===== config.mk =====
export PLATFORM = sky130hd
export DESIGN_NAME = t8p_top
export DESIGN_NICKNAME = d
export VERILOG_FILES = /design/src/pkg/t8p_pkg.sv /design/src/pkg/t8p_time_if.sv /design/src/rtl/t8p_prescaler.sv /design/src/rtl/t8p_wave_unit.sv /design/src/rtl/t8p_top.sv
export SDC_FILE = /design/constraint.sdc
export NUM_CORES = 1
export LEC_CHECK = 0
export ABC_CLOCK_PERIOD_IN_PS = 3150
export BUFFER_PORTS_ARGS = -buffer_cell sky130_fd_sc_hd__buf_4
export CAP_MARGIN = 20
export CELL_PAD_IN_SITES_DETAIL_PLACEMENT = 0
export CELL_PAD_IN_SITES_GLOBAL_PLACEMENT = 2
export CORE_MARGIN = 4
export CORE_UTILIZATION = 36
export CTS_CLUSTER_DIAMETER = 120
export DETAILED_ROUTE_END_ITERATION = 8
export MAX_ROUTING_LAYER = met4
export PLACE_DENSITY = 0.86
export SYNTH_ARGS = -nofsm -noshare
export SYNTH_HDL_FRONTEND = slang
export SYNTH_SLANG_ARGS = --single-unit

===== constraint.sdc =====
create_clock -name clk_sys -period 3.15 [get_ports clk_sys]
set_input_delay 0.4725 -clock clk_sys [delete_from_list [all_inputs] [get_ports clk_sys]]
set_output_delay 0.4725 -clock clk_sys [all_outputs]
set_load 0.02 [all_outputs]

===== src/pkg/t8p_pkg.sv =====
// Constants for the 8-bit timer with phase-correct PWM.
// Assumes one 20 MHz system clock and an 8-bit register port.
// How it works
// - Selector 1 or 5 runs dual-slope counting
// - Top is 0xFF or compare A
// - Count turns at top, holding one tick
// - Noninverting clears on up, sets on down
// - Overflow flag set on reaching bottom
// - Channel A toggles with code 01, top bit
// - Nonzero code takes the pin, except PWM channel A 01 without top bit
// - Compare bottom gives low, max gives high
// - Symmetry transitions without a compare match
// - Compare at max: output takes the down-match level
// - Non-PWM channel A codes: off/toggle/clear/set
// - Non-PWM channel B codes: off/toggle/clear/set
// - Fast PWM A: match action, opposite at bottom
// - Fast PWM B: 01 reserved, match/bottom actions
// - Fast PWM compare at top: act at bottom
// - Phase PWM A: clear up, set down
// - Phase PWM B: 01 reserved, clear up/set down
// - Phase PWM compare at top: act at top
// - Full phase period 510 ticks, five prescales
// - Timer tick is a clock enable only
// - Control A layout, reserved bits, reset zero
// - Match flags set in every mode
// - Mode selector decode, buffered PWM compares
// - Tick source: stop, dividers, pin edges
// - Force strobes only act in non-PWM modes
package t8p_pkg;
  // Register byte offsets
  localparam logic [7:0] T8P_OFS_CTRL_A = 8'h24;
  localparam logic [7:0] T8P_OFS_CTRL_B = 8'h25;
  localparam logic [7:0] T8P_OFS_COUNT = 8'h26;
  localparam logic [7:0] T8P_OFS_CMP_A = 8'h27;
  localparam logic [7:0] T8P_OFS_CMP_B = 8'h28;
  localparam logic [7:0] T8P_OFS_FLAGS = 8'h35;
  // Control A field positions
  localparam int T8P_ACT_A_LSB = 6;
  localparam int T8P_ACT_B_LSB = 4;
  localparam int T8P_WAVE_LOW_LSB = 0;
  // Control B field positions
  localparam int T8P_FORCE_A_BIT = 7;
  localparam int T8P_FORCE_B_BIT = 6;
  localparam int T8P_TOP_BIT_POS = 3;
  localparam int T8P_SRC_LSB = 0;
  // Flag register bit positions
  localparam int T8P_FLG_OVF = 0;
  localparam int T8P_FLG_MA = 1;
  localparam int T8P_FLG_MB = 2;
  // Reset values
  localparam logic [7:0] T8P_RST_REG = 8'h00;
  // Counter limits
  localparam logic [7:0] T8P_BOTTOM = 8'h00;
  localparam logic [7:0] T8P_MAX = 8'hFF;
  // Waveform mode codes
  localparam logic [2:0] T8P_M_NORMAL = 3'h0;
  localparam logic [2:0] T8P_M_PC_FF = 3'h1;
  localparam logic [2:0] T8P_M_CTC = 3'h2;
  localparam logic [2:0] T8P_M_FAST_FF = 3'h3;
  localparam logic [2:0] T8P_M_PC_OCA = 3'h5;
  localparam logic [2:0] T8P_M_FAST_OCA = 3'h7;
  // Tick source codes
  localparam logic [2:0] T8P_SRC_STOP = 3'h0;
  localparam logic [2:0] T8P_SRC_DIV1 = 3'h1;
  localparam logic [2:0] T8P_SRC_DIV8 = 3'h2;
  localparam logic [2:0] T8P_SRC_DIV64 = 3'h3;
  localparam logic [2:0] T8P_SRC_DIV256 = 3'h4;
  localparam logic [2:0] T8P_SRC_DIV1024 = 3'h5;
  localparam logic [2:0] T8P_SRC_PIN_FALL = 3'h6;
  localparam logic [2:0] T8P_SRC_PIN_RISE = 3'h7;
  // Prescaler masks: a tick when the low bits are all ones
  localparam logic [9:0] T8P_MASK_8 = 10'h007;
  localparam logic [9:0] T8P_MASK_64 = 10'h03F;
  localparam logic [9:0] T8P_MASK_256 = 10'h0FF;
  localparam logic [9:0] T8P_MASK_1024 = 10'h3FF;
  // Output action codes
  localparam logic [1:0] T8P_ACT_OFF = 2'h0;
  localparam logic [1:0] T8P_ACT_TGL = 2'h1;
  localparam logic [1:0] T8P_ACT_CLR = 2'h2;
  localparam logic [1:0] T8P_ACT_SET = 2'h3;
  // Full-scale phase-correct period in ticks
  localparam int T8P_PC_PERIOD = 510;
endpackage : t8p_pkg


===== src/pkg/t8p_time_if.sv =====
// Shared timebase from the counter to both compare output units.
// Assumes one clock; the source drives, the units only listen.
`timescale 1ns/1ps
interface t8p_time_if;
  logic [7:0] cnt; // Current count
  logic [7:0] top; // Active top value
  logic up; // Counting upward
  logic tick; // Timer tick enable
  logic blk; // Compare blocked after a count write
  logic [2:0] mode; // Waveform mode selector
  modport src (output cnt, top, up, tick, blk, mode);
  modport snk (input cnt, top, up, tick, blk, mode);
endinterface : t8p_time_if


===== src/rtl/t8p_prescaler.sv =====
// Timer tick generator: divider and pin edge detect.
// Assumes the pin input is already synchronous to clk_sys.
`timescale 1ns/1ps
module t8p_prescaler
  import t8p_pkg::*;
(
  input wire logic clk_sys,
  input wire logic sys_rst,
  input wire logic [2:0] src_sel,
  input wire logic ext_pin,
  output logic tick
);
  logic [9:0] div_q; // Free-running divider
  logic pin_q; // Pin level one cycle ago
  logic hit; // Tick condition this cycle

  // Divider runs always so a source change never waits long
  always_ff @(posedge clk_sys)
  begin
    if (sys_rst)
      div_q <= 10'h000;
    else
      div_q <= div_q + 10'h001;
  end

  // Pin history for edge detection
  always_ff @(posedge clk_sys)
  begin
    if (sys_rst)
      pin_q <= 1'b0;
    else
      pin_q <= ext_pin;
  end

  // Source decode
  always_comb
  begin
    unique case (src_sel)
      T8P_SRC_STOP: hit = 1'b0;
      T8P_SRC_DIV1: hit = 1'b1;
      T8P_SRC_DIV8: hit = (div_q & T8P_MASK_8) == T8P_MASK_8;
      T8P_SRC_DIV64: hit = (div_q & T8P_MASK_64) == T8P_MASK_64;
      T8P_SRC_DIV256: hit = (div_q & T8P_MASK_256) == T8P_MASK_256;
      T8P_SRC_DIV1024: hit = div_q == T8P_MASK_1024;
      T8P_SRC_PIN_FALL: hit = pin_q & ~ext_pin;
      T8P_SRC_PIN_RISE: hit = ~pin_q & ext_pin;
    endcase
  end

  // Tick is a one-cycle enable, never a clock
  always_ff @(posedge clk_sys)
  begin
    if (sys_rst)
      tick <= 1'b0;
    else
      tick <= hit;
  end
endmodule : t8p_prescaler


===== src/rtl/t8p_wave_unit.sv =====
// One compare output unit: match, mode decode and output level.
// Assumes the timebase interface and a compare value already buffered.
`timescale 1ns/1ps
module t8p_wave_unit
  import t8p_pkg::*;
#(
  parameter bit IS_A = 1'b1 // Channel A offers toggle in PWM modes with the top mode bit set
)
(
  input wire logic clk_sys,
  input wire logic sys_rst,
  t8p_time_if.snk tb,
  input wire logic [7:0] ocr,
  input wire logic [1:0] act,
  input wire logic force_stb,
  output logic wave,
  output logic wave_en,
  output logic match
);
  logic is_pc; // Phase-correct mode
  logic is_fast; // Fast PWM mode
  logic wgm2; // Top mode bit
  logic hit; // Compare match on this tick
  logic up_lvl; // Level of an upward match
  logic nxt; // Next output level

  assign is_pc = (tb.mode == T8P_M_PC_FF) || (tb.mode == T8P_M_PC_OCA);
  assign is_fast = (tb.mode == T8P_M_FAST_FF) || (tb.mode == T8P_M_FAST_OCA);
  assign wgm2 = tb.mode[2];
  assign hit = tb.tick && !tb.blk && (tb.cnt == ocr);
  // Non-inverting clears going up, inverting sets
  assign up_lvl = act[0];

  // Next level by mode and action code
  always_comb
  begin
    nxt = wave;
    if (is_pc)
    begin
      if (act[1])
      begin
        // Bottom forcing keeps the pulse symmetric
        if (tb.tick && tb.cnt == T8P_BOTTOM)
          nxt = (ocr == T8P_BOTTOM) ? up_lvl : ~up_lvl;
        // Compare at top: match ignored, act at top
        else if (tb.tick && tb.cnt == tb.top)
          nxt = (ocr >= tb.top) ? ~up_lvl : up_lvl;
        // Clear up / set down, inverted for code 11
        else if (hit)
          nxt = tb.up ? up_lvl : ~up_lvl;
      end
      else if (act == T8P_ACT_TGL && IS_A && wgm2 && hit)
        nxt = ~wave; // Toggle on match
    end
    else if (is_fast)
    begin
      if (act[1])
      begin
        // Wrap to bottom: opposite of the match action
        if (tb.tick && tb.cnt == tb.top)
          nxt = ~act[0];
        // Compare equal to top is ignored here
        else if (hit && ocr != tb.top)
          nxt = act[0];
      end
      else if (act == T8P_ACT_TGL && IS_A && wgm2 && hit)
        nxt = ~wave; // Toggle only with top bit set
    end
    else if (hit || force_stb)
    begin
      // Non-PWM codes; force strobes act here only
      unique case (act)
        T8P_ACT_OFF: nxt = wave;
        T8P_ACT_TGL: nxt = ~wave;
        T8P_ACT_CLR: nxt = 1'b0;
        T8P_ACT_SET: nxt = 1'b1;
      endcase
    end
  end

  // Output level register, low from reset
  always_ff @(posedge clk_sys)
  begin
    if (sys_rst)
      wave <= 1'b0;
    else
      wave <= nxt;
  end

  // Pin takeover whenever either action bit is set
  // In PWM modes channel A code 01 without the top bit stays off the pin
  always_ff @(posedge clk_sys)
  begin
    if (sys_rst)
      wave_en <= 1'b0;
    else
      wave_en <= (|act) && !((is_pc || is_fast) && IS_A && act == T8P_ACT_TGL && !wgm2);
  end

  // Match pulse for the flag; a forced compare never counts
  assign match = hit;
endmodule : t8p_wave_unit


===== src/rtl/t8p_top.sv =====
// Top of the 8-bit timer: register port, counter, flags, outputs.
// Assumes a master that strobes one register access per cycle.
//
// Our own choice: the plain strobed port.
`timescale 1ns/1ps
module t8p_top
  import t8p_pkg::*;
(
  input wire logic clk_sys,
  input wire logic sys_rst,
  input wire logic [7:0] reg_addr,
  input wire logic [7:0] reg_wdata,
  input wire logic reg_wr,
  input wire logic reg_rd,
  output logic [7:0] reg_rdata,
  input wire logic ext_tick_pin,
  output logic wave_out_a,
  output logic wave_out_b,
  output logic wave_en_a,
  output logic wave_en_b,
  output logic overflow_flag,
  output logic match_a_flag,
  output logic match_b_flag
);
  t8p_time_if tb (); // Shared timebase

  logic [1:0] out_action_a; // Channel A action code
  logic [1:0] out_action_b; // Channel B action code
  logic [1:0] wave_mode_low_bits; // Low mode bits
  logic wave_mode_top_bit; // High mode bit
  logic [2:0] tick_source_sel; // Tick source
  logic [7:0] count_value; // Counter
  logic up_q; // Direction
  logic blk_q; // Match blocked after count write
  logic [7:0] cmp_a_buf_q; // Software copy of compare A
  logic [7:0] cmp_b_buf_q; // Software copy of compare B
  logic [7:0] compare_a_value; // Active compare A
  logic [7:0] compare_b_value; // Active compare B
  logic [2:0] wave_mode_sel; // Full mode
  logic timer_tick; // Prescaled enable
  logic is_pc; // Phase-correct mode
  logic is_fast; // Fast PWM mode
  logic [7:0] top; // Active top
  logic at_top; // Tick while count equals top
  logic wr_ca; // Write to control A
  logic wr_cb; // Write to control B
  logic wr_cnt; // Write to counter
  logic force_match_a; // Force strobe A
  logic force_match_b; // Force strobe B
  logic ovf_evt; // Overflow event
  logic ma_evt; // Match A event
  logic mb_evt; // Match B event
  logic clr_ovf; // Software clears overflow
  logic clr_ma; // Software clears match A
  logic clr_mb; // Software clears match B
  logic cnt_up_q; // Helper: count rose this cycle

  assign wave_mode_sel = {wave_mode_top_bit, wave_mode_low_bits};
  // Mode decode
  assign is_pc = (wave_mode_sel == T8P_M_PC_FF) || (wave_mode_sel == T8P_M_PC_OCA);
  assign is_fast = (wave_mode_sel == T8P_M_FAST_FF) || (wave_mode_sel == T8P_M_FAST_OCA);
  // Top is 0xFF or compare A
  assign top = (wave_mode_sel == T8P_M_PC_OCA || wave_mode_sel == T8P_M_FAST_OCA) ? compare_a_value : T8P_MAX;
  assign at_top = timer_tick && (count_value == top);
  assign wr_ca = reg_wr && reg_addr == T8P_OFS_CTRL_A;
  assign wr_cb = reg_wr && reg_addr == T8P_OFS_CTRL_B;
  assign wr_cnt = reg_wr && reg_addr == T8P_OFS_COUNT;
  // Force strobes are dropped in PWM modes
  assign force_match_a = wr_cb && reg_wdata[T8P_FORCE_A_BIT] && !is_pc && !is_fast;
  assign force_match_b = wr_cb && reg_wdata[T8P_FORCE_B_BIT] && !is_pc && !is_fast;
  assign clr_ovf = reg_wr && reg_addr == T8P_OFS_FLAGS && reg_wdata[T8P_FLG_OVF];
  assign clr_ma = reg_wr && reg_addr == T8P_OFS_FLAGS && reg_wdata[T8P_FLG_MA];
  assign clr_mb = reg_wr && reg_addr == T8P_OFS_FLAGS && reg_wdata[T8P_FLG_MB];

  assign tb.cnt = count_value;
  assign tb.top = top;
  assign tb.up = up_q;
  assign tb.tick = timer_tick;
  assign tb.blk = blk_q;
  assign tb.mode = wave_mode_sel;

  // Tick source
  t8p_prescaler u_pre (
    .clk_sys(clk_sys),
    .sys_rst(sys_rst),
    .src_sel(tick_source_sel),
    .ext_pin(ext_tick_pin),
    .tick(timer_tick)
  );

  // Channel A output unit
  t8p_wave_unit #(.IS_A(1'b1)) u_wave_a (
    .clk_sys(clk_sys),
    .sys_rst(sys_rst),
    .tb(tb),
    .ocr(compare_a_value),
    .act(out_action_a),
    .force_stb(force_match_a),
    .wave(wave_out_a),
    .wave_en(wave_en_a),
    .match(ma_evt)
  );

  // Channel B output unit, no PWM toggle
  t8p_wave_unit #(.IS_A(1'b0)) u_wave_b (
    .clk_sys(clk_sys),
    .sys_rst(sys_rst),
    .tb(tb),
    .ocr(compare_b_value),
    .act(out_action_b),
    .force_stb(force_match_b),
    .wave(wave_out_b),
    .wave_en(wave_en_b),
    .match(mb_evt)
  );

  // Control A fields, all zero after reset
  always_ff @(posedge clk_sys)
  begin
    if (sys_rst)
    begin
      out_action_a <= 2'h0;
      out_action_b <= 2'h0;
      wave_mode_low_bits <= 2'h0;
    end
    else if (wr_ca)
    begin
      out_action_a <= reg_wdata[T8P_ACT_A_LSB +: 2];
      out_action_b <= reg_wdata[T8P_ACT_B_LSB +: 2];
      wave_mode_low_bits <= reg_wdata[T8P_WAVE_LOW_LSB +: 2];
    end
  end

  // Control B: top mode bit and tick source
  always_ff @(posedge clk_sys)
  begin
    if (sys_rst)
    begin
      wave_mode_top_bit <= 1'b0;
      tick_source_sel <= T8P_SRC_STOP;
    end
    else if (wr_cb)
    begin
      wave_mode_top_bit <= reg_wdata[T8P_TOP_BIT_POS];
      tick_source_sel <= reg_wdata[T8P_SRC_LSB +: 3];
    end
  end

  // Software copies of the compare values
  always_ff @(posedge clk_sys)
  begin
    if (sys_rst)
    begin
      cmp_a_buf_q <= T8P_RST_REG;
      cmp_b_buf_q <= T8P_RST_REG;
    end
    else if (reg_wr)
    begin
      if (reg_addr == T8P_OFS_CMP_A)
        cmp_a_buf_q <= reg_wdata;
      if (reg_addr == T8P_OFS_CMP_B)
        cmp_b_buf_q <= reg_wdata;
    end
  end

  // Active compares: phase at top, fast at wrap, else at once
  // Buffering keeps a mid-period write from splitting a pulse.
  always_ff @(posedge clk_sys)
  begin
    if (sys_rst)
    begin
      compare_a_value <= T8P_RST_REG;
      compare_b_value <= T8P_RST_REG;
    end
    else if (!(is_pc || is_fast) || at_top)
    begin
      compare_a_value <= cmp_a_buf_q;
      compare_b_value <= cmp_b_buf_q;
    end
  end

  // Counter and direction; a count write wins over a tick
  always_ff @(posedge clk_sys)
  begin
    if (sys_rst)
    begin
      count_value <= T8P_BOTTOM;
      up_q <= 1'b1;
    end
    else if (wr_cnt)
      count_value <= reg_wdata;
    else if (timer_tick)
    begin
      if (is_pc)
      begin
        // Dual slope, top shown for one tick
        if (up_q && count_value == top)
        begin
          count_value <= count_value - 8'h01;
          up_q <= 1'b0;
        end
        else if (!up_q && count_value == T8P_BOTTOM)
        begin
          count_value <= count_value + 8'h01;
          up_q <= 1'b1;
        end
        else if (up_q)
          count_value <= count_value + 8'h01;
        else
          count_value <= count_value - 8'h01;
      end
      else
      begin
        up_q <= 1'b1;
        if (is_fast && count_value == top)
          count_value <= T8P_BOTTOM;
        else if (wave_mode_sel == T8P_M_CTC && count_value == compare_a_value)
          count_value <= T8P_BOTTOM;
        else
          count_value <= count_value + 8'h01;
      end
    end
  end

  // A count write blocks the compare on the next tick
  always_ff @(posedge clk_sys)
  begin
    if (sys_rst)
      blk_q <= 1'b0;
    else if (wr_cnt)
      blk_q <= 1'b1;
    else if (timer_tick)
      blk_q <= 1'b0;
  end

  // Overflow event: bottom in phase mode, else at top or max
  always_comb
  begin
    if (is_pc)
      ovf_evt = timer_tick && !up_q && count_value == 8'h01;
    else if (wave_mode_sel == T8P_M_FAST_OCA)
      ovf_evt = at_top;
    else
      ovf_evt = timer_tick && count_value == T8P_MAX;
  end

  // Sticky flags; a set in the clearing cycle wins
  always_ff @(posedge clk_sys)
  begin
    if (sys_rst)
    begin
      overflow_flag <= 1'b0;
      match_a_flag <= 1'b0;
      match_b_flag <= 1'b0;
    end
    else
    begin
      overflow_flag <= ovf_evt | (overflow_flag & ~clr_ovf);
      match_a_flag <= ma_evt | (match_a_flag & ~clr_ma);
      match_b_flag <= mb_evt | (match_b_flag & ~clr_mb);
    end
  end

  // Read data one cycle after the strobe; unmapped reads zero
  always_ff @(posedge clk_sys)
  begin
    if (sys_rst)
      reg_rdata <= T8P_RST_REG;
    else if (reg_rd)
    begin
      unique case (reg_addr)
        // Reserved bits 3 and 2 read as zero
        T8P_OFS_CTRL_A: reg_rdata <= {out_action_a, out_action_b, 2'h0, wave_mode_low_bits};
        T8P_OFS_CTRL_B: reg_rdata <= {4'h0, wave_mode_top_bit, tick_source_sel};
        T8P_OFS_COUNT: reg_rdata <= count_value;
        T8P_OFS_CMP_A: reg_rdata <= cmp_a_buf_q;
        T8P_OFS_CMP_B: reg_rdata <= cmp_b_buf_q;
        T8P_OFS_FLAGS: reg_rdata <= {5'h00, match_b_flag, match_a_flag, overflow_flag};
        default: reg_rdata <= 8'h00;
      endcase
    end
    else
      reg_rdata <= 8'h00;
  end

  // Helper for assertions: counter moved upward
  always_ff @(posedge clk_sys)
  begin
    if (sys_rst)
      cnt_up_q <= 1'b0;
    else
      // A clear-on-match wrap is a jump to bottom, not an upward step
      cnt_up_q <= timer_tick && !wr_cnt && up_q && count_value != top
                  && !(wave_mode_sel == T8P_M_CTC && count_value == compare_a_value);
  end
endmodule : t8p_top


* Word-level counts from Yosys, hierarchy flattened
Index checks and enable logic that the tools add are counted.
Word-level totals: bits in registers 79, output and inout port bits 15, word-level logic and storage cells 201
Operators by class: $add $sub $neg 3, magnitude comparators 2, equality and inequality tests 44, mux-type cells 47, bitwise operators 19, reductions and logical operators 63
Operators by type and width (count):
- two-way mux 8 bit | 9
- equality test 8 x 6 -> 1 bit (second input constant) | 6
- case mux 8 bit (6 select lines) | 1
- two-way mux 1 bit | 34
- logical AND 1 bit | 32
- equality test 8 bit | 3
- logical NOT 8 bit | 3
- equality test 3 bit (second input constant) | 7
- equality test 8 bit (second input constant) | 2
- >= comparator 8 bit | 2
- inequality test 8 bit | 2
- equality test 3 x 2 -> 1 bit (second input constant) | 4
- inverter 1 bit | 11
- adder 10 x 1 -> 10 bit (second input constant) | 1
- equality test 10 bit (second input constant) | 1
- adder 8 x 1 -> 8 bit (second input constant) | 1
- equality test 2 bit (second input constant) | 4
- equality test 8 x 1 -> 1 bit (second input constant) | 1
- case mux 1 bit (8 select lines) | 1
- subtractor 8 x 1 -> 8 bit (second input constant) | 1
- logical NOT 1 bit | 7
- logical OR 1 bit | 7
- equality test 3 x 1 -> 1 bit (second input constant) | 2
- equality test 6 bit (second input constant) | 1
- other kinds (20) | 35

* Logic depth before layout (Yosys ltp)
Gate-level depths: netlist of run 1.
word-level depth 10, mapped depth 13, mapped depth without buffers 11

* Cells and area by module
Synthesis of run 1 repeated with hierarchy kept, for this count alone.
Second synthesis, totals: cell total of the unflattened synthesis 667, area, all modules 5365.1 um2
By module, submodules not included:
- t8p_top | times used 1, cells each 423, area each 3475.8 um2, seq. area each 1261.2 um2
- t8p_wave_unit (u_wave_a) | times used 1, cells each 97, area each 709.4 um2, seq. area each 40.0 um2
- t8p_wave_unit (u_wave_b) | times used 1, cells each 90, area each 651.9 um2, seq. area each 40.0 um2
- t8p_prescaler | times used 1, cells each 57, area each 528.0 um2, seq. area each 240.2 um2

* Worst setup path after synthesis of run 1
Ideal clock, no wire load.
kind register -> register, from reg wave_mode_low_bits[0], to reg u_wave_b.wave, arrival 2.333 ns, slack 0.726 ns, stages on the path, launching flop included 14, path buffers 2, path through dfxtp_1 > buf_6 > nand2_4 > buf_6 > nor2_1 > ha_1 > nand2b_1 > a21oi_1 > o31a_1 > a2111oi_0 > xor2_1 > o22ai_1 > o21ai_0 > a311oi_1
Between the ends: cells in the longest elaborated chain, start to end 9, elaborated cells between the ends (all ways) 33, those cells by class order compare: 1; eq/ne: 11; mux: 9; reduce/logical: 12
Ends and longest elaborated chain:
- start, declared | line t8p_top.sv:29 | logic [1:0] wave_mode_low_bits;
- start signal, assigned | line t8p_top.sv:130 | wave_mode_low_bits <= reg_wdata[T8P_WAVE_LOW_LSB +: 2];
- equality test 3 bit (on tied branches)
- logical OR 1 bit | line t8p_top.sv:63 | assign top = (wave_mode_sel == T8P_M_PC_OCA || wave_mode_sel == T8P_M_FAST_OCA) ? compare_a_value : T8P_MAX;
- two-way mux 8 bit | line t8p_top.sv:63
- >= comparator 8 bit or equality test 8 bit (tied branches) | line t8p_wave_unit.sv:47, t8p_wave_unit.sv:46, t8p_wave_unit.sv:60
- two-way mux 1 bit or logical AND 1 bit (tied branches) | line t8p_wave_unit.sv:47, t8p_wave_unit.sv:46, t8p_wave_unit.sv:60
- two-way mux 1 bit (on tied branches) | line t8p_wave_unit.sv:46, t8p_wave_unit.sv:60
- two-way mux 1 bit (on tied branches) | line t8p_wave_unit.sv:43, t8p_wave_unit.sv:57
- two-way mux 1 bit (on tied branches) | line t8p_wave_unit.sv:40, t8p_wave_unit.sv:55
- two-way mux 1 bit | line t8p_wave_unit.sv:38 | if (is_pc)
- end signal, assigned | line t8p_wave_unit.sv:87 | wave <= nxt;
- end, declared | line t8p_wave_unit.sv:16 | output logic wave,
Parallel ways exist; a longest one is shown, timed or not. The select of a mux whose other input is x is not followed. A chain may end at the register's enable or synchronous reset.

* Worst setup path in the final report of run 1
from reg count_value[3], to reg count_value[3]
Between the ends: cells in the longest elaborated chain, start to end 7, elaborated cells between the ends (all ways) 17, those cells by class add/sub: 2; eq/ne: 2; mux: 8; reduce/logical: 5
Ends and longest elaborated chain:
- start, declared | line t8p_top.sv:32 | logic [7:0] count_value;
- start signal, assigned | line t8p_top.sv:191 | count_value <= reg_wdata;
- start signal, assigned | line t8p_top.sv:199 | count_value <= count_value - 8'h01;
- start signal, assigned | line t8p_top.sv:204 | count_value <= count_value + 8'h01;
- subtractor 8 x 1 -> 8 bit, or another cell as far along | line t8p_top.sv:199, t8p_top.sv:210
- two-way mux 8 bit, or another cell as far along | line t8p_top.sv:207 | else if (up_q)
- two-way mux 8 bit (on tied branches) | line t8p_top.sv:202, t8p_top.sv:217
- two-way mux 8 bit (on tied branches) | line t8p_top.sv:197, t8p_top.sv:215
- two-way mux 8 bit * | line t8p_top.sv:194 | if (is_pc)
- two-way mux 8 bit * | line t8p_top.sv:192 | else if (timer_tick)
- two-way mux 8 bit * | line t8p_top.sv:190 | else if (wr_cnt)
Every way passes the cells marked *; elsewhere a longest branch is shown, timed or not. The select of a mux whose other input is x is not followed.

==> results of run 1 <==
[area by class of cell]
class,count,share of cell area [%]
multi-input cells,454,52.1
clock buffers,10,4.43
flip-flops and latches,79,29.4
inverters,15,1.04
well taps,172,3.99
repair buffers,56,7.80
clock inverters,6,1.23
[worst register-to-register path, stage by stage (launching register included)]
cell,delay [ns]
dfxtp_1,0.53
or2_1,0.35
o32ai_1,0.29
o32ai_2,0.20
o21ai_1,0.23
nand2_1,0.28
and2_1,0.29
a2111oi_1,0.44
nor4_1,0.09
[layer usage]
metal | up-vias | track usage (%) | share of wire (%)
li1 | 2158 | - | -
met1 | 2101 | 28.7 | 47
met3 | 24 | 3.30 | 5.2
met5 | - | - | 0
met4 | 0 | 7.42 | 1.7
met2 | 147 | 32.1 | 46
[Yosys cell counts, types with 11 or more instances]
library cell	count
nor4_1	11
clkbuf_1	25
inv_1	15
a21oi_1	47
ha_1	12
nand3_1	40
xor2_1	17
mux2i_1	20
o21ai_0	24
dfxtp_1	79
nand2_1	63
nor2_1	69
and3_1	13
nor3_1	17
[power groups by stage]
| stage | Clock, µW | Sequential (µW) | Combinational [µW] |
|---|---|---|---|
| after CTS | 1110 | 1030 | 152 |
| after floorplan | 0 | 1040 | 101 |
| after global routing | 1150 | 1030 | 166 |
| after detailed placement | 0 | 1050 | 152 |
| after global placement | 0 | 1050 | 152 |
| final | 1080 | 1030 | 154 |
[kinds of logic after synthesis]
kind of cell | Yosys count
multiplexers | 29
adder cells (fa/ha/maj) | 12
AO/OA/AOI/OAI | 130
XOR/XNOR | 27
buffers and inverters | 58
AND/OR/NAND/NOR | 256
flip-flops | 79
[how the worst max path moves through the flow]
stage                             endpoint  slack (ns)  cells after the start
3_5_place_dp   count_value[3]$_SDFFE_PP0P_        0.27                      8
2_1_floorplan   u_wave_b.wave$_SDFFE_PP0P_        0.73                     13
6_report       count_value[3]$_SDFFE_PP0P_        0.30                      8
5_1_grt        count_value[3]$_SDFFE_PP0P_        0.05                      8
4_1_cts        count_value[3]$_SDFFE_PP0P_        0.25                      9
3_3_place_gp   count_value[3]$_SDFFE_PP0P_        0.34                      9
[sequential cells by signal, summed over array words and instances (netlist names), 2 cells and up]
signal / flops
cmp_a_buf_q: 8
cmp_b_buf_q: 8
compare_a_value: 8
compare_b_value: 8
count_value: 8
out_action_a: 2
out_action_b: 2
reg_rdata: 8
tick_source_sel: 3
u_pre.div_q: 10
wave_mode_low_bits: 2
[stage by stage]
step | hold slack [ns] | power [µW] | setup WS [ns] | utilization [%]
floorplan | 0.426 | 1140 | 0.726 | -
global placement | 0.441 | 1200 | 0.337 | 40.3
detailed placement | 0.449 | 1200 | 0.273 | 40.3
CTS | 0.356 | 2280 | 0.245 | 42.7
global route | 0.369 | 2340 | 0.0454 | 42.7
finish | 0.369 | 2260 | 0.305 | 42.7
[what timing repair did]
action                                 in CTS  in global routing
endpoints found under the hold margin       0                  0
buffers inserted                            0                  0
setup endpoints to repair                   0                  1
hold buffers                                0                  0
resized for setup                           0                  3
==> qor.yml, run 1 <==
global_routing:
  grt_pass1_vias: 4293
  antenna_found_initial: 0
  grt_util_all_layers_pct: 21.1
  grt_pass1_wl_um: 23300
  grt-ovfl-total: 0
  grt_max_degree: 51
cells_and_area:
  drive_gt1_share_pct: 15.2
  final_cells: 792
  final_cell_mix: "dfxtp_1 (77), nor2_1 (69), nand2_1 (63)"
  multiInputGateArea_mm2: 0.00281
  syn_to_final_growth_pct: 16.1
  seq_area_mm2: 0.00158
  nets: 648
  layout_commonest_cell: "dfxtp_1"
  fillers: 1329
  diodes: 0
  stdcell_area_mm2: 0.00539
power_and_ir_drop:
  netSwitchingPower_uw: 553
  comb_power_share_pct: 6.8
  pwr-share-clk_pct: 47.9
  sequentialPowerShare_pct: 45.3
  switching_share_pct: 24.4
  power.internal_uw: 1710
  power_leakage_uw: 0.00228
  p_per_area_mw_per_mm2: 420
  ir_drop_mv: 0.272
floorplan:
  start_util_pct: 36.8
  die_area_mm2: 0.0148
  fp-row-count: 41
  fp.coreArea_mm2: 0.0126
  ios: 36
  dieWidth_um: 122
  chipHeight_um: 122
drt:
  wl_per_cell_um: 19.0
  viasPerCell: 5.59
  drt_iter0_drc: 376
  routed_wl_um: 15000
  dr_total_vias: 4430
  drcViolationCount: 0
  drt_first_pass_iters: 5
  final_antenna_net_count: 0
setup_path:
  crit_fanout: 15
  crit_required_ns: 3.35
  slowest_stage: "dfxtp_1"
  rr_endpoint: "count_value[3]$_SDFFE_PP0P_"
  worstSetupPathType: "reg -> reg"
  cp_slowest_stage_delay_ns: 0.53
  rr_startpoint: "count_value[3]$_SDFFE_PP0P_"
  path_cells: "or2_1 > o32ai_1 > o32ai_2 > o21ai_1 > nand2_1 > and2_1 > a2111oi_1 > nor4_1"
  timing.critical_path.buf_inv: 0
  worstRegToRegCells: 8
  endpoint_kind: "register"
  crit_family: "compound AO/OA/AOI/OAI gates"
  cp-start-kind: "register"
  r2r_slack_ns: 0.30
  startpoint: "count_value[3]$_SDFFE_PP0P_"
  arrival_ns: 3.04
synth:
  synthArstFlopShare_pct: 0
  synthFlopType: "dfxtp_1"
  synth_compound_area_share_pct: 18.4
  synth_top_family_by_area: "simple AND/OR/NAND/NOR gates"
  synth_edf_count: 0
  syn_nets: 624
  ys_top_cells_by_area: "dfxtp_1 (34%), nor2_1 (5.6%), nand2_1 (5.1%)"
  avgSynthCellArea_um2: 7.85
  synth_seq_cells: 79
  synthMuxAreaShare_pct: 6.50
  yosys.area_share.adder_pct: 3.23
  synth-xor-area-share_pct: 5.09
  synth-simple-area-share_pct: 27.0
  synth_top_area_share_pct: 34.1
  ys_seq_area_share_pct: 34.1
  ys_warn_count: 0
  synth_top_area_cell: "dfxtp_1"
  synth_cell_types: 65
  postSynthCellCount: 591
  syn_area_mm2: 0.00464
min_path:
  hold_depth: 2
  hold_path_class: "in -> reg"
  whs_endpoint: "u_pre.pin_q$_SDFF_PP0_"
  hp-start: "ext_tick_pin"
cts:
  cts_tree: "yes"
  cts-root-buf: "clkbuf_16"
  htree_levels: 3
  numClockSinks: 79
  cts_buffers: 9
  cts_buffer_depth: 2
  clk_latency_ns: 0.34
  clk_pin_slew_worst_paths_ns: 0.06
sta:
  rsz0062_at_grt: "false"
  fmax_mhz: 351
  slew_headroom_pct: 53.5
  tightest_slew_ns: 0.696
  maxSlewViolCount: 0
  finalClockSkew_ns: 0.00844
  finalCritPeriodShare_pct: 90.3
  period_needed_ns: 2.85
  fin_tns_setup_ns: 0
  final_hold_viol_count: 0
  setup_viol: 0
placed_design:
  dp_cells: 776
  hpwl_um: 11000
  port_buffers: 35
  placed_area_mm2: 0.00508
  gp_congestion: 0.914
status:
  status: "finished clean"
flow_run:
  max_cap_violations: 0
Note: power is estimated with default switching activity, not from simulation.
==> run 2: changes to the inputs <==
--- a/config.mk
+++ b/config.mk
@@ -5,17 +5,20 @@
 export SDC_FILE = /design/constraint.sdc
 export NUM_CORES = 1
 export LEC_CHECK = 0
+export ABC_AREA = 1
 export ABC_CLOCK_PERIOD_IN_PS = 3150
 export BUFFER_PORTS_ARGS = -buffer_cell sky130_fd_sc_hd__buf_4
 export CAP_MARGIN = 20
 export CELL_PAD_IN_SITES_DETAIL_PLACEMENT = 0
 export CELL_PAD_IN_SITES_GLOBAL_PLACEMENT = 2
 export CORE_MARGIN = 4
-export CORE_UTILIZATION = 36
+export CORE_UTILIZATION = 34
 export CTS_CLUSTER_DIAMETER = 120
 export DETAILED_ROUTE_END_ITERATION = 8
 export MAX_ROUTING_LAYER = met4
-export PLACE_DENSITY = 0.86
+export PLACE_DENSITY = 0.87
+export SKIP_CTS_REPAIR_TIMING = 1
+export SLEW_MARGIN = 10
 export SYNTH_ARGS = -nofsm -noshare
 export SYNTH_HDL_FRONTEND = slang
 export SYNTH_SLANG_ARGS = --single-unit
==> qor.yml, run 2 <==
status:
  status: "finished clean"  # unchanged
sta:
  slew_headroom_pct: 63.3  # was 53.5%
  tightest_slew_ns: 0.545  # was 0.696 ns
  maxSlewViolCount: 0  # unchanged
  fin_tns_setup_ns: 0  # unchanged
  rsz0062_at_grt: "false"  # unchanged
  setup_ws_ns: 0.597  # was 0.305 ns
  final_hold_viol_count: 0  # unchanged
  fmax_mhz: 392  # was 351 MHz
  setup_viol: 0  # unchanged
  finalClockSkew_ns: 0.00861  # was 0.00844 ns
  period_needed_ns: 2.55  # was 2.85 ns
  finalCritPeriodShare_pct: 81.1  # was 90.3%
cts:
  cts-root-buf: "clkbuf_16"  # unchanged
  cts_buffer_depth: 2  # unchanged
  numClockSinks: 79  # unchanged
  htree_levels: 3  # unchanged
  cts_buffers: 9  # unchanged
  clk_pin_slew_worst_paths_ns: 0.06  # about the same
  cts_tree: "yes"  # unchanged
  clk_latency_ns: 0.34  # about the same
floorplan:
  die_area_mm2: 0.0155  # was 0.0148 mm²
  dieWidth_um: 124  # was 122 µm
  start_util_pct: 34.8  # was 36.8%
  fp.coreArea_mm2: 0.0132  # was 0.0126 mm²
  ios: 36  # unchanged
  chipHeight_um: 124  # was 122 µm
  fp-row-count: 42  # was 41
synth:
  avgSynthCellArea_um2: 6.69  # was 7.85 µm²
  synth_top_area_cell: "dfxtp_1"  # unchanged
  synth_top_area_share_pct: 34.3  # was 34.1%
  ys_top_cells_by_count: "nand2_1 (152), inv_1 (89), dfxtp_1 (79)"  # was dfxtp_1 (79), nor2_1 (69), nand2_1 (63)
  synth_edf_count: 0  # unchanged
  postSynthCellCount: 689  # was 591
  syn_nets: 722  # was 624
  ys_warn_count: 0  # unchanged
  synth_seq_cells: 79  # unchanged
  ys_top_cells_by_area: "dfxtp_1 (34%), nand2_1 (12%), inv_1 (7.2%)"  # was dfxtp_1 (34%), nor2_1 (5.6%), nand2_1 (5.1%)
  synth.most_common_cell: "nand2_1"  # was dfxtp_1
  synth_cell_types: 40  # was 65
  synthFlopType: "dfxtp_1"  # unchanged
  syn_area_mm2: 0.00461  # was 0.00464 mm²
  synthArstFlopShare_pct: 0  # unchanged
  ys_seq_area_share_pct: 34.3  # was 34.1%
setup_path:
  slowest_stage: "dfxtp_1"  # unchanged
  endpoint_kind: "register"  # unchanged
  cp-start-kind: "register"  # unchanged
  timing.critical_path.buf_inv: 1  # was 0
  crit_required_ns: 3.37  # was 3.35 ns
  crit_family: "simple AND/OR/NAND/NOR gates"  # was compound AO/OA/AOI/OAI gates
  cpMostUsedCell: "nand2_2"
  worstSetupPathDepth: 11  # was 8
  worstRegToRegCells: 11  # was 8
  worstSetupPathType: "reg -> reg"  # unchanged
  crit_fanout: 14  # was 15
  cp_slowest_stage_delay_ns: 0.54  # was 0.53 ns
  arrival_ns: 2.77  # was 3.04 ns
  path_cells: "nand2_2 > nor2_1 > nand2_1 > nand2_1 > nand2_2 > nor2_4 > nand3_4 > nand2_2 > inv_1 > o21ai_0 > a21oi_1"  # was or2_1 > o32ai_1 > o32ai_2 > o21ai_1 > nand2_1 > and2_1 > a2111oi_1 > nor4_1
drt:
  drt_iter0_drc: 403  # was 376
  routed_wl_um: 16100  # was 15,000 µm
  dr_total_vias: 4772  # was 4,430
  wl_per_cell_um: 17.8  # was 19.0 µm
  final_antenna_net_count: 0  # unchanged
  drt_first_pass_iters: 5  # unchanged
  drcViolationCount: 0  # unchanged
  viasPerCell: 5.28  # was 5.59
cells_and_area:
  post-route-util_pct: 40.6  # was 42.7%
  final_cell_mix: "nand2_1 (152), inv_1 (89), dfxtp_1 (79)"  # was dfxtp_1 (77), nor2_1 (69), nand2_1 (63)
  largest_reg_flops: 10  # unchanged
  multiInputGateArea_mm2: 0.00254  # was 0.00281 mm²
  fillers: 1453  # was 1,329
  largest-register: "u_pre.div_q"  # unchanged
  stdcell_area_mm2: 0.00538  # was 0.00539 mm²
  syn_to_final_growth_pct: 16.7  # was 16.1%
  drive_gt1_share_pct: 11.7  # was 15.2%
  seq_area_mm2: 0.00158  # about the same
  nets: 755  # was 648
  layout_commonest_cell: "nand2_1"  # was dfxtp_1
  diodes: 0  # unchanged
global_routing:
  grt_util_all_layers_pct: 21.2  # was 21.1%
  grt_pass1_wl_um: 25200  # was 23,300 µm
  grt_max_degree: 28  # was 51
  antenna_found_initial: 0  # unchanged
  grt-ovfl-total: 0  # unchanged
  grt_pass1_vias: 4553  # was 4,293
placed_design:
  gp_congestion: 0.947  # was 0.914
  placed_area_mm2: 0.00505  # was 0.00508 mm²
  hpwl_um: 12400  # was 11,000 µm
  port_buffers: 35  # unchanged
  pre_cts_slack_ns: 0.608  # was 0.273 ns
power_and_ir_drop:
  power_leakage_uw: 0.00227  # was 0.00228 µW
  finalPower_uw: 2230  # was 2260 µW
  ir_drop_mv: 0.263  # was 0.272 mV
  p_per_area_mw_per_mm2: 415  # was 420 mW/mm²
min_path:
  hold_path_class: "in -> reg"  # unchanged
  hold_depth: 3  # was 2
flow_run:
  max_cap_violations: 0  # unchanged
==> run 2: where the power goes <==
group	switching, µW	internal [µW]
clock	417	716
sequential	4.69	1000
combinational	58.5	31.6
total	481	1750
==> run 2: final timing paths <==
check	slack, ns	from	endpoint
worst min register to register	0.45	u_pre.div_q[0]$_SDFF_PP0_	u_pre.div_q[0]$_SDFF_PP0_
worst min-delay path	0.38	ext_tick_pin	u_pre.pin_q$_SDFF_PP0_
worst max register to register	0.60	wave_mode_top_bit$_SDFFE_PP0N_	compare_a_value[1]$_SDFFE_PP0P_
worst max-delay path	0.60	wave_mode_top_bit$_SDFFE_PP0N_	compare_a_value[1]$_SDFFE_PP0P_
==> run 2: cell families after synthesis <==
group / Yosys count / synth area share [%]
AO/OA/AOI/OAI: 159 / 19.4
XOR/XNOR: 17 / 3.23
adder cells (fa/ha/maj): 12 / 3.26
buffers and inverters: 119 / 10.5
flip-flops: 79 / 34.3
AND/OR/NAND/NOR: 303 / 29.3
==> run 2: layout make-up <==
class                           count  area share (%)
Inverter                           93            6.49
Clock inverter                      5            1.51
Clock buffer                       11            4.51
Tap cell                          176            4.09
Multi-Input combinational cell    491            47.3
Timing Repair Buffer               48            6.70
Sequential cell                    79            29.4
==> run 2: worst min-delay path, cell delays in order <==
cell and delay, ns:
buf_4 0.10, inv_1 0.04, nor2_1 0.07
==> run 2: metrics by stage <==
stage | hold slack [ns] | std cells
after floorplan | 0.418 | 689
after global routing | 0.378 | 903
after CTS | 0.375 | 903
final | 0.380 | 903
after detailed placement | 0.443 | 887
after global placement | 0.428 | 887
==> run 2: routing by layer <==
metal / global-route usage [%] / vias to the layer above / routed length, µm
li1: - / 2355 / -
met1: 28.1 / 2226 / 7500
met2: 33.2 / 159 / 7240
met3: 3.34 / 32 / 862
met4: 6.83 / 0 / 448
met5: - / - / 0
==> run 3: changes to the inputs <==
--- a/config.mk
+++ b/config.mk
@@ -5,18 +5,18 @@
 export SDC_FILE = /design/constraint.sdc
 export NUM_CORES = 1
 export LEC_CHECK = 0
-export ABC_AREA = 1
-export ABC_CLOCK_PERIOD_IN_PS = 3150
+export ABC_AREA = 0
+export ABC_CLOCK_PERIOD_IN_PS = 2400
 export BUFFER_PORTS_ARGS = -buffer_cell sky130_fd_sc_hd__buf_4
 export CAP_MARGIN = 20
 export CELL_PAD_IN_SITES_DETAIL_PLACEMENT = 0
 export CELL_PAD_IN_SITES_GLOBAL_PLACEMENT = 2
 export CORE_MARGIN = 4
-export CORE_UTILIZATION = 34
+export CORE_UTILIZATION = 36
 export CTS_CLUSTER_DIAMETER = 120
 export DETAILED_ROUTE_END_ITERATION = 8
 export MAX_ROUTING_LAYER = met4
-export PLACE_DENSITY = 0.87
+export PLACE_DENSITY = 0.86
 export SKIP_CTS_REPAIR_TIMING = 1
 export SLEW_MARGIN = 10
 export SYNTH_ARGS = -nofsm -noshare
==> constraint.sdc (replaced) <==
create_clock -name clk_sys -period 2.4 [get_ports clk_sys]
set_input_delay 0.36 -clock clk_sys [delete_from_list [all_inputs] [get_ports clk_sys]]
set_output_delay 0.36 -clock clk_sys [all_outputs]
set_load 0.02 [all_outputs]
==> qor.yml, run 3 (synthesized netlist as in run 1, its figures left out) <==
floorplan:
  die_area_mm2: 0.0148  # was 0.0155 mm²
  fp.coreArea_mm2: 0.0126  # was 0.0132 mm²
  fp-row-count: 41  # was 42
  chipHeight_um: 122  # was 124 µm
  dieWidth_um: 122  # was 124 µm
  start_util_pct: 36.8  # was 34.8%
  ios: 36  # unchanged
min_path:
  hold_depth: 2  # was 3
  hold_path_class: "in -> reg"  # unchanged
  whs_endpoint: "u_pre.pin_q$_SDFF_PP0_"  # unchanged
  hp-start: "ext_tick_pin"  # unchanged
cells_and_area:
  nets: 686  # was 755
  stdcell_area_mm2: 0.00579  # was 0.00538 mm²
  largest_reg_flops: 10  # unchanged
  largest-register: "u_pre.div_q"  # unchanged
  drive_gt1_share_pct: 23.1  # was 11.7%
  fillers: 1295  # was 1,453
  syn_to_final_growth_pct: 24.7  # was 16.7%
  diodes: 0  # unchanged
  layout_commonest_cell: "buf_4"  # was nand2_1
  final_cell_mix: "buf_4 (92), dfxtp_1 (70), nor2_1 (69)"  # was nand2_1 (152), inv_1 (89), dfxtp_1 (79)
setup_path:
  crit_required_ns: 2.62  # was 3.37 ns
  r2r_slack_ns: 0.01  # was 0.60 ns
  endpoint_kind: "register"  # unchanged
  arrival_ns: 2.61  # was 2.77 ns
  worstRegToRegCells: 9  # was 11
  crit_fanout: 6  # was 14
  rr_endpoint: "count_value[6]$_SDFFE_PP0P_"  # was compare_a_value[1]$_SDFFE_PP0P_
  rr_startpoint: "compare_a_value[7]$_SDFFE_PP0P_"  # was wave_mode_top_bit$_SDFFE_PP0N_
  cp-start-kind: "register"  # unchanged
  worstSetupPathType: "reg -> reg"  # unchanged
placed_design:
  placed_area_mm2: 0.00535  # was 0.00505 mm²
  gp_congestion: 0.907  # was 0.947
  hpwl_um: 11600  # was 12,400 µm
  port_buffers: 35  # unchanged
global_routing:
  antenna_found_initial: 0  # unchanged
  grt_util_all_layers_pct: 21.9  # was 21.2%
  grt_max_degree: 51  # was 28
  grt_pass1_vias: 4305  # was 4,553
  grt_pass1_wl_um: 24300  # was 25,200 µm
  grt-ovfl-total: 0  # unchanged
sta:
  tightest_slew_ns: 0.579  # was 0.545 ns
  finalClockSkew_ns: 0.00456  # was 0.00861 ns
  period_needed_ns: 2.39  # was 2.55 ns
  rsz0062_at_grt: "true"  # was false
  final_hold_viol_count: 0  # unchanged
  setup_viol: 0  # unchanged
  finalCritPeriodShare_pct: 99.6  # was 81.1%
  maxSlewViolCount: 0  # unchanged
  fmax_mhz: 418  # was 392 MHz
  slew_headroom_pct: 60.9  # was 63.3%
drt:
  drcViolationCount: 0  # unchanged
  drt_first_pass_iters: 5  # unchanged
  routed_wl_um: 15600  # was 16,100 µm
  viasPerCell: 5.62  # was 5.28
  dr_total_vias: 4662  # was 4,772
  drt_iter0_drc: 475  # was 403
  final_antenna_net_count: 0  # unchanged
  wl_per_cell_um: 18.8  # was 17.8 µm
cts:
  clk_latency_ns: 0.34  # about the same
  cts_tree: "yes"  # unchanged
  clk_pin_slew_worst_paths_ns: 0.07  # was 0.06 ns
  cts_buffers: 9  # unchanged
  cts_buffer_depth: 2  # unchanged
  numClockSinks: 79  # unchanged
  cts-root-buf: "clkbuf_16"  # unchanged
  htree_levels: 3  # unchanged
power_and_ir_drop:
  finalPower_uw: 2920  # was 2230 µW
  ir_drop_mv: 0.335  # was 0.263 mV
  p_per_area_mw_per_mm2: 505  # was 415 mW/mm²
  power_leakage_uw: 0.00249  # was 0.00227 µW
status:
  status: "finished clean"  # unchanged
flow_run:
  max_cap_violations: 0  # unchanged
-- run 3: final cells by class --
cell class	instances	area, µm²	area share [%]
inverter	15	56.3	0.973
timing repair buffer	94	707	12.2
multi-input combinational	454	2920	50.5
sequential	79	1600	27.6
tap	172	215	3.72
clock buffer	10	239	4.13
clock inverter	6	50.0	0.865
-- run 3: how the worst max path moves through the flow --
| stage | startpoint | endpoint | slack [ns] |
|---|---|---|---|
| floorplan | wave_mode_low_bits[0]$_SDFFE_PP0P_ | u_wave_b.wave$_SDFFE_PP0P_ | 0.01 |
| global placement | wave_mode_top_bit$_SDFFE_PP0N_ | u_wave_b.wave$_SDFFE_PP0P_ | -0.04 |
| detailed placement | wave_mode_top_bit$_SDFFE_PP0N_ | u_wave_b.wave$_SDFFE_PP0P_ | -0.14 |
| CTS | wave_mode_top_bit$_SDFFE_PP0N_ | u_wave_b.wave$_SDFFE_PP0P_ | -0.17 |
| global route | compare_a_value[7]$_SDFFE_PP0P_ | count_value[3]$_SDFFE_PP0P_ | -0.12 |
| finish | compare_a_value[7]$_SDFFE_PP0P_ | count_value[6]$_SDFFE_PP0P_ | 0.01 |
-- run 3: power breakdown --
part / internal [µW] / leakage [µW] / switching (µW)
Combinational: 99.8 / 0.00171 / 142
Sequential: 1320 / 0.000643 / 15.3
Clock: 744 / 0.000141 / 598
Total: 2170 / 0.00249 / 756
-- run 3: per-stage QoR --
step                std cells  setup TNS, ns  utilization (%)  setup WS [ns]  hold WS, ns
global route              830         -0.855             45.9         -0.118        0.273
global placement          811        -0.0424             42.3        -0.0424        0.438
floorplan                 591              0                -         0.0139        0.426
detailed placement        812         -0.165             42.4         -0.138        0.456
CTS                       828         -0.242             44.7         -0.174        0.256
finish                    830              0             45.9        0.00962        0.264
-- run 3: metal layers --
layer  vias to the layer above  wire [µm]  global-route usage, %  share of wire [%]
li1                       2230          -                      -                  -
met1                      2213       7260                   30.7                 46
met2                       194       7070                   32.8                 45
met3                        25       1040                   3.90                6.7
met4                         0        247                   5.60                1.6
met5                         -          0                      -                  0
-- run 3: worst max-delay path, cell delays in order (launching register included) --
cell and delay, ns:
dfxtp_2 0.43, xor2_1 0.26, nor3_1 0.10, o32ai_2 0.41, o21ai_1 0.18, nand2_1 0.14
buf_4 0.16, o21ai_1 0.07, a2111oi_0 0.42, nor4_1 0.09
